## src/include/piso_defines.svh

```systemverilog
// constants for the parallel-in serial-out shifter
`ifndef PISO_DEFINES_SVH
`define PISO_DEFINES_SVH
`define PISO_STAGES 8
`define PISO_LAST 7
`define PISO_RESET_VALUE 8'h00
// load released, shift clock and enable high: {load_n, clock, enable_n, serial}
`define PISO_CTRL_IDLE 4'hE
`endif

```

## src/include/piso_pkg.sv

```systemverilog
// types for the parallel-in serial-out shifter
`include "piso_defines.svh"
`default_nettype none
package piso_pkg;
	typedef logic [`PISO_LAST:0] piso_stages_type;
	typedef struct packed {
		logic parallel_load_n;
		logic shift_clock;
		logic clock_enable_n;
		logic serial_in;
	} piso_ctrl_type;
	typedef struct packed {
		logic true_oe_n;
		logic comp_oe_n;
	} piso_out_type;
endpackage
`default_nettype wire

```

## src/logic/piso_shifter.sv

```systemverilog
// eight-stage parallel-in serial-out shifter with open-drain outputs
`include "piso_defines.svh"
`timescale 1ns/1ps
`default_nettype none
module piso_shifter (
	// clock and reset
	input wire logic sys_clk_i,
	input wire logic reset_i,
	// controller pins, asynchronous to sys_clk_i
	input wire piso_pkg::piso_ctrl_type ctrl_i,
	input wire logic [`PISO_LAST:0] parallel_in_i,
	// open-drain last-stage outputs: out is always 0, oe_n low while pulling
	output logic last_stage_out_o,
	output logic last_stage_out_oe_n_o,
	output logic last_stage_comp_o,
	output logic last_stage_comp_oe_n_o,
	// stage contents for observation
	output var piso_pkg::piso_stages_type stages_o
);
	// every pin passes two flops, so a pin change shows at the outputs
	// three clock edges later; the controller must hold each level of the
	// shift clock, enable and serial input for at least three cycles, or
	// an edge is lost. load is level sensitive here, not truly immediate:
	// the trade is full synchronous logic for a fixed three-cycle latency.
	// two-flop synchronisers on every pin
	piso_pkg::piso_ctrl_type ctrl_m_q;
	piso_pkg::piso_ctrl_type ctrl_s_q;
	logic [`PISO_LAST:0] par_m_q;
	logic [`PISO_LAST:0] par_s_q;
	logic eff_clk_q;
	logic eff_clk_d;
	piso_pkg::piso_stages_type stages_q;
	piso_pkg::piso_stages_type stages_d;
	logic true_oe_n_q;
	logic true_oe_n_d;
	logic comp_oe_n_q;
	logic comp_oe_n_d;
	logic rise;
	logic [`PISO_LAST:0] shifted;

	always_ff @(posedge sys_clk_i)
	begin
		if (reset_i)
		begin
			// idle pins after reset: load released and the effective clock high,
			// so the first samples can neither load nor look like a rising edge
			ctrl_m_q <= `PISO_CTRL_IDLE;
			ctrl_s_q <= `PISO_CTRL_IDLE;
			par_m_q <= '0;
			par_s_q <= '0;
		end
		else
		begin
			ctrl_m_q <= ctrl_i;
			ctrl_s_q <= ctrl_m_q;
			par_m_q <= parallel_in_i;
			par_s_q <= par_m_q;
		end
	end

	// stage zero takes the serial input, every other stage its lower neighbour
	assign shifted[0] = ctrl_s_q.serial_in;
	for (genvar k = 1; k < `PISO_STAGES; k++)
	begin : g_stage
		assign shifted[k] = stages_q[k-1];
	end

	// an enable rising while the clock is low acts as a clock edge
	always_comb
	begin
		eff_clk_d = ctrl_s_q.shift_clock | ctrl_s_q.clock_enable_n;
		rise = eff_clk_d & ~eff_clk_q;
		stages_d = stages_q;
		if (!ctrl_s_q.parallel_load_n)
			stages_d = par_s_q;
		else if (rise)
			stages_d = shifted;
		true_oe_n_d = stages_d[`PISO_LAST];
		comp_oe_n_d = ~stages_d[`PISO_LAST];
	end

	always_ff @(posedge sys_clk_i)
	begin
		if (reset_i)
		begin
			eff_clk_q <= 1'h1;
			stages_q <= `PISO_RESET_VALUE;
			true_oe_n_q <= 1'h0;
			comp_oe_n_q <= 1'h1;
		end
		else
		begin
			eff_clk_q <= eff_clk_d;
			stages_q <= stages_d;
			true_oe_n_q <= true_oe_n_d;
			comp_oe_n_q <= comp_oe_n_d;
		end
	end

	assign last_stage_out_o = 1'h0;
	assign last_stage_comp_o = 1'h0;
	assign last_stage_out_oe_n_o = true_oe_n_q;
	assign last_stage_comp_oe_n_o = comp_oe_n_q;
	assign stages_o = stages_q;

	// each stage above zero checked on its own so a single broken link is named
	for (genvar j = 1; j < `PISO_STAGES; j++)
	begin : g_stage_check

	end
endmodule // piso_shifter
`default_nettype wire

```

## config.mk

```make
export PLATFORM = sky130hd
export DESIGN_NAME = piso_shifter
export DESIGN_NICKNAME = d
export VERILOG_FILES = /design/src/include/piso_pkg.sv /design/src/logic/piso_shifter.sv
export VERILOG_INCLUDE_DIRS = /design/src /design/src/include
export SDC_FILE = /design/constraint.sdc
export NUM_CORES = 1
export LEC_CHECK = 0
export BUFFER_PORTS_ARGS = -buffer_cell sky130_fd_sc_hd__buf_2
export CAP_MARGIN = 20
export CORE_ASPECT_RATIO = 0.6
export CORE_UTILIZATION = 50
export DETAILED_ROUTE_END_ITERATION = 8
export GPL_TIMING_DRIVEN = 0
export PLACE_DENSITY = 0.75
export SYNTH_ARGS = -nofsm -noshare
export SYNTH_HDL_FRONTEND = slang
export SYNTH_SLANG_ARGS = --single-unit
export TNS_END_PERCENT = 1
```

## constraint.sdc

```tcl
create_clock -name sys_clk_i -period 1.7 [get_ports sys_clk_i]
set_clock_uncertainty 0.1 [all_clocks]
set_input_delay 0.085 -clock sys_clk_i [delete_from_list [all_inputs] [get_ports sys_clk_i]]
set_output_delay 0.085 -clock sys_clk_i [all_outputs]
set_load 0.02 [all_outputs]
```

==> flow_summary.html <==
<table>
<tr><th>Metric</th><th>Value</th></tr>
<tr><th colspan="2">Run status</th></tr>
<tr><td>Run status</td><td>finished, final reports clean</td></tr>
<tr><th colspan="2">Place</th></tr>
<tr><td>Last weighted congestion value of the routability-driven placer</td><td>around 0.76</td></tr>
<tr><td>Dpl cell area</td><td>around 0.0012 mm2</td></tr>
<tr><td>Final HPWL DP</td><td>about 1.3 mm</td></tr>
<tr><td>Port-buffer cells</td><td>23</td></tr>
<tr><th colspan="2">Routing</th></tr>
<tr><td>Routed metal-1 wire length</td><td>851 um</td></tr>
<tr><td>Routed wirelength normalized by instance count</td><td>11.3 um</td></tr>
<tr><td>Detail Route met2 WL</td><td>around 960 um</td></tr>
<tr><td>Number of nets with antenna violations after routing</td><td>0</td></tr>
<tr><td>Number of iterations in the first detailed-routing pass</td><td>4</td></tr>
<tr><td>Via count</td><td>827</td></tr>
<tr><td>Via count normalized by instance count</td><td>~4.6</td></tr>
<tr><td>Number of remaining DRC errors</td><td>0</td></tr>
<tr><td>Total met3 wirelength after detailed routing</td><td>between 100 and 150 um</td></tr>
<tr><td>Iteration-0 DRC Markers</td><td>40</td></tr>
<tr><td>Highest layer used for signal routing</td><td>met4</td></tr>
<tr><td>Total wirelength of the detailed-routed design</td><td>a little over 2 mm</td></tr>
<tr><th colspan="2">Synth</th></tr>
<tr><td>Seq/Total Area, Yosys</td><td>0.625</td></tr>
<tr><td>Dominant synthesized flop cell</td><td>sky130_fd_sc_hd__dfxtp_1</td></tr>
<tr><td>Post-synth ARST share</td><td>0</td></tr>
<tr><td>Synth area leaders</td><td>sky130_fd_sc_hd__dfxtp_1, sky130_fd_sc_hd__nor2b_1, sky130_fd_sc_hd__a311oi_1</td></tr>
<tr><td>Fraction of synthesized cell area taken by the top area cell type</td><td>0.625</td></tr>
<tr><td>EDFF count, synth</td><td>0</td></tr>
<tr><td>Most common cell in the synthesized netlist</td><td>sky130_fd_sc_hd__dfxtp_1</td></tr>
<tr><td>Commonest cells in the netlist</td><td>sky130_fd_sc_hd__dfxtp_1, sky130_fd_sc_hd__nor2b_1, sky130_fd_sc_hd__nand2_1, sky130_fd_sc_hd__a311oi_1, sky130_fd_sc_hd__nor2_1</td></tr>
<tr><td>Cell taking the most area after synthesis</td><td>sky130_fd_sc_hd__dfxtp_1</td></tr>
<tr><td>Ys Warns</td><td>0</td></tr>
<tr><td>Post-Syn Instances</td><td>104</td></tr>
<tr><td>Synth Cell Area</td><td>~0.0011 mm2</td></tr>
<tr><td>Number of library cell types mapped by synthesis</td><td>16</td></tr>
<tr><td>Average cell area after synthesis</td><td>around 10 um2</td></tr>
<tr><td>Post-synthesis register bit count</td><td>34</td></tr>
<tr><th colspan="2">Layout</th></tr>
<tr><td>Signed area change from the synthesized netlist to the final layout</td><td>32.5%</td></tr>
<tr><td>Fill cell total of the finished layout</td><td>about 160</td></tr>
<tr><td>Count of inserted antenna diode cells</td><td>0</td></tr>
<tr><td>Fraction of layout cells with a size suffix above 1</td><td>0.293</td></tr>
<tr><td>Layout net count</td><td>between 150 and 200</td></tr>
<tr><td>Final std cell area, no fill</td><td>around 0.0014 mm2</td></tr>
<tr><th colspan="2">Setup path</th></tr>
<tr><td>Crit path max-delay family</td><td>compound AO/OA/AOI/OAI gates</td></tr>
<tr><td>Worst flop-to-flop path startpoint</td><td>ctrl_s_q[1]</td></tr>
<tr><td>Startpoint type of the worst setup path</td><td>flip-flop</td></tr>
<tr><td>Buffer and inverter count on the worst path</td><td>0</td></tr>
<tr><td>Cell Chain, Critical Path</td><td>o21bai_2 &gt; nand2_1 &gt; a311o_1</td></tr>
<tr><td>Peak fanout along the critical path</td><td>8</td></tr>
<tr><td>Element type at the critical path end</td><td>flip-flop</td></tr>
<tr><td>Worst Setup SP</td><td>ctrl_s_q[1]</td></tr>
<tr><td>Worst EP required</td><td>roughly 1800 ps</td></tr>
<tr><td>Category of the critical setup timing path</td><td>reg -&gt; reg</td></tr>
<tr><td>Crit path max-delay cell type</td><td>sky130_fd_sc_hd__dfxtp_1</td></tr>
<tr><td>Data arrival time of the worst path</td><td>~1400 ps</td></tr>
<tr><td>Largest incremental delay on the critical path</td><td>between 300 and 400 ps</td></tr>
<tr><th colspan="2">Clocking</th></tr>
<tr><td>Maximum level of the CTS H-tree</td><td>2</td></tr>
<tr><td>CTS clk-pin slew, worst paths</td><td>roughly 100 ps</td></tr>
<tr><td>Sink Count</td><td>34</td></tr>
<tr><td>Number of buffers created by CTS</td><td>5</td></tr>
<tr><td>CTS tree</td><td>yes</td></tr>
<tr><td>Post-cts sizing count</td><td>0</td></tr>
<tr><td>Worst skew pair latency</td><td>between 300 and 400 ps</td></tr>
<tr><td>Number of buffers on the longest clock path</td><td>2</td></tr>
<tr><td>Buffer cell driving the clock tree root</td><td>sky130_fd_sc_hd__clkbuf_4</td></tr>
<tr><th colspan="2">Floorplan</th></tr>
<tr><td>Die Span X</td><td>62.3 um</td></tr>
<tr><td>DIE HEIGHT</td><td>roughly 38 um</td></tr>
<tr><td>Starting density of the core</td><td>0.558</td></tr>
<tr><td>I/O pin count</td><td>26</td></tr>
<tr><td>Core area</td><td>between 0.0015 and 0.002 mm2</td></tr>
<tr><td>Full die area</td><td>~0.0024 mm2</td></tr>
<tr><td>Number of placement rows</td><td>12</td></tr>
<tr><th colspan="2">Pwr</th></tr>
<tr><td>Highest ir drop seen on vdd</td><td>0.000536 V</td></tr>
<tr><td>P per Cell Area</td><td>985 mW/mm2</td></tr>
<tr><td>Final Total Pwr</td><td>between 0.001 and 0.0015 W</td></tr>
<tr><td>Lkg Pwr</td><td>~0.62 nW</td></tr>
<tr><th colspan="2">Timing</th></tr>
<tr><td>Final number of setup-violating endpoints</td><td>0</td></tr>
<tr><td>Final period utilization</td><td>0.774</td></tr>
<tr><td>Setup repair after global routing missed its margin</td><td>false</td></tr>
<tr><td>Maximum clock frequency</td><td>between 0.7 and 0.8 GHz</td></tr>
<tr><td>Fin crit period</td><td>roughly 1300 ps</td></tr>
<tr><td>Pins Over Slew Limit</td><td>0</td></tr>
<tr><td>Total Negative Setup Slacks</td><td>0 ps</td></tr>
<tr><td>Final count of hold timing violations</td><td>0</td></tr>
<tr><th colspan="2">GRT</th></tr>
<tr><td>Largest net degree at the start of global routing</td><td>11</td></tr>
<tr><td>Antenna violations before repair</td><td>0</td></tr>
<tr><td>Number of global-route vias before repair</td><td>~750</td></tr>
<tr><td>Global router's overall resource usage</td><td>0.203</td></tr>
<tr><td>Wire length of the first global-routing pass</td><td>between 3 and 4 mm</td></tr>
<tr><td>Grt total ovfl</td><td>0</td></tr>
<tr><th colspan="2">Flow run</th></tr>
<tr><td>Count of max-cap constraint violations</td><td>0</td></tr>
<tr><th colspan="2">Min path</th></tr>
<tr><td>Tightest Hold Check Type</td><td>reg -&gt; reg</td></tr>
<tr><td>Start point of the worst hold path</td><td>par_m_q[5]</td></tr>
</table>
[registers in the layout, summed over array words and instances, names as in the netlist, named ones only]
| name | count |
|---|---|
| eff_clk_q | 1 |
| par_m_q | 8 |
| ctrl_m_q | 4 |
| par_s_q | 8 |
| ctrl_s_q | 4 |
| stages_o | 7 |
| last_stage_comp_oe_n_o | 1 |
[cell type report]
cell class	instances	area, um2	share of cell area
Sequential cell	34	681	0.471
Multi-Input combinational cell	62	358	0.248
Timing Repair Buffer	37	255	0.177
Clock buffer	7	55.1	0.0381
Buffer	9	55.1	0.0381
Tap cell	28	35.0	0.0243
Clock inverter	1	5.00	0.00347
[power breakdown]
part / total, W / switching, W / leakage, nW / internal (W)
clock: 0.000444 / 0.000244 / 0.0353 / 0.000200
sequential: 0.000849 / 0.0000153 / 0.281 / 0.000833
combinational: 0.000130 / 0.0000609 / 0.299 / 0.0000692
[routing by layer]
metal | global-route usage | vias to the layer above
met5 | 0 | -
met1 | 0.229 | 357
met3 | 0.0625 | 6
met2 | 0.346 | 41
met4 | 0.140 | 0
li1 | - | 423
[per-stage QoR]
stage | setup slack (ps) | utilization | hold WS, ps | cells
2_1_floorplan | 489 | - | 56.6 | 105
3_3_place_gp | 422 | 0.637 | 167 | 156
3_5_place_dp | 403 | 0.637 | 173 | 156
4_1_cts | 386 | 0.740 | 332 | 178
5_1_grt | 265 | 0.740 | 357 | 178
6_report | 384 | 0.740 | 340 | 178
[timing repair]
action | 4_1_cts | 5_1_grt
hold endpoints to repair | 15 | 0
setup buffers | 0 | 0
hold buffers | 14 | 0
[worst paths after layout]
kind	endpoint	cells past startpoint	slack [ps]
setup / recovery	last_stage_comp_oe_n_o	3	380
hold / removal	par_s_q[5]	1	340
setup reg to reg	last_stage_comp_oe_n_o	3	380
hold reg to reg	par_s_q[5]	1	340
[layout by cell type (no fill, tap or decap), types with 2 or more instances in the layout]
cell type	instances
sky130_fd_sc_hd__conb_1	2
sky130_fd_sc_hd__dlygate4sd3_1	14
sky130_fd_sc_hd__nor2b_1	18
sky130_fd_sc_hd__buf_2	25
sky130_fd_sc_hd__clkbuf_1	4
sky130_fd_sc_hd__dfxtp_1	34
sky130_fd_sc_hd__or2_2	6
sky130_fd_sc_hd__nand2_1	15
sky130_fd_sc_hd__clkbuf_4	5
sky130_fd_sc_hd__a311oi_1	8
sky130_fd_sc_hd__nor2_1	8
sky130_fd_sc_hd__buf_4	3
[logic make-up (layout without fill, tap and decap cells)]
kind of cell           count (synthesis)  after routing  share of synthesized area
and+or+nand+nor                       49             49                      0.228
DFF                                   34             34                      0.625
AOI/OAI and AO/OA                     11             11                     0.0930
buffers and inverters                  9             54                     0.0505
other                                  1              2                    0.00344
Power figures use the tool's default switching activity.
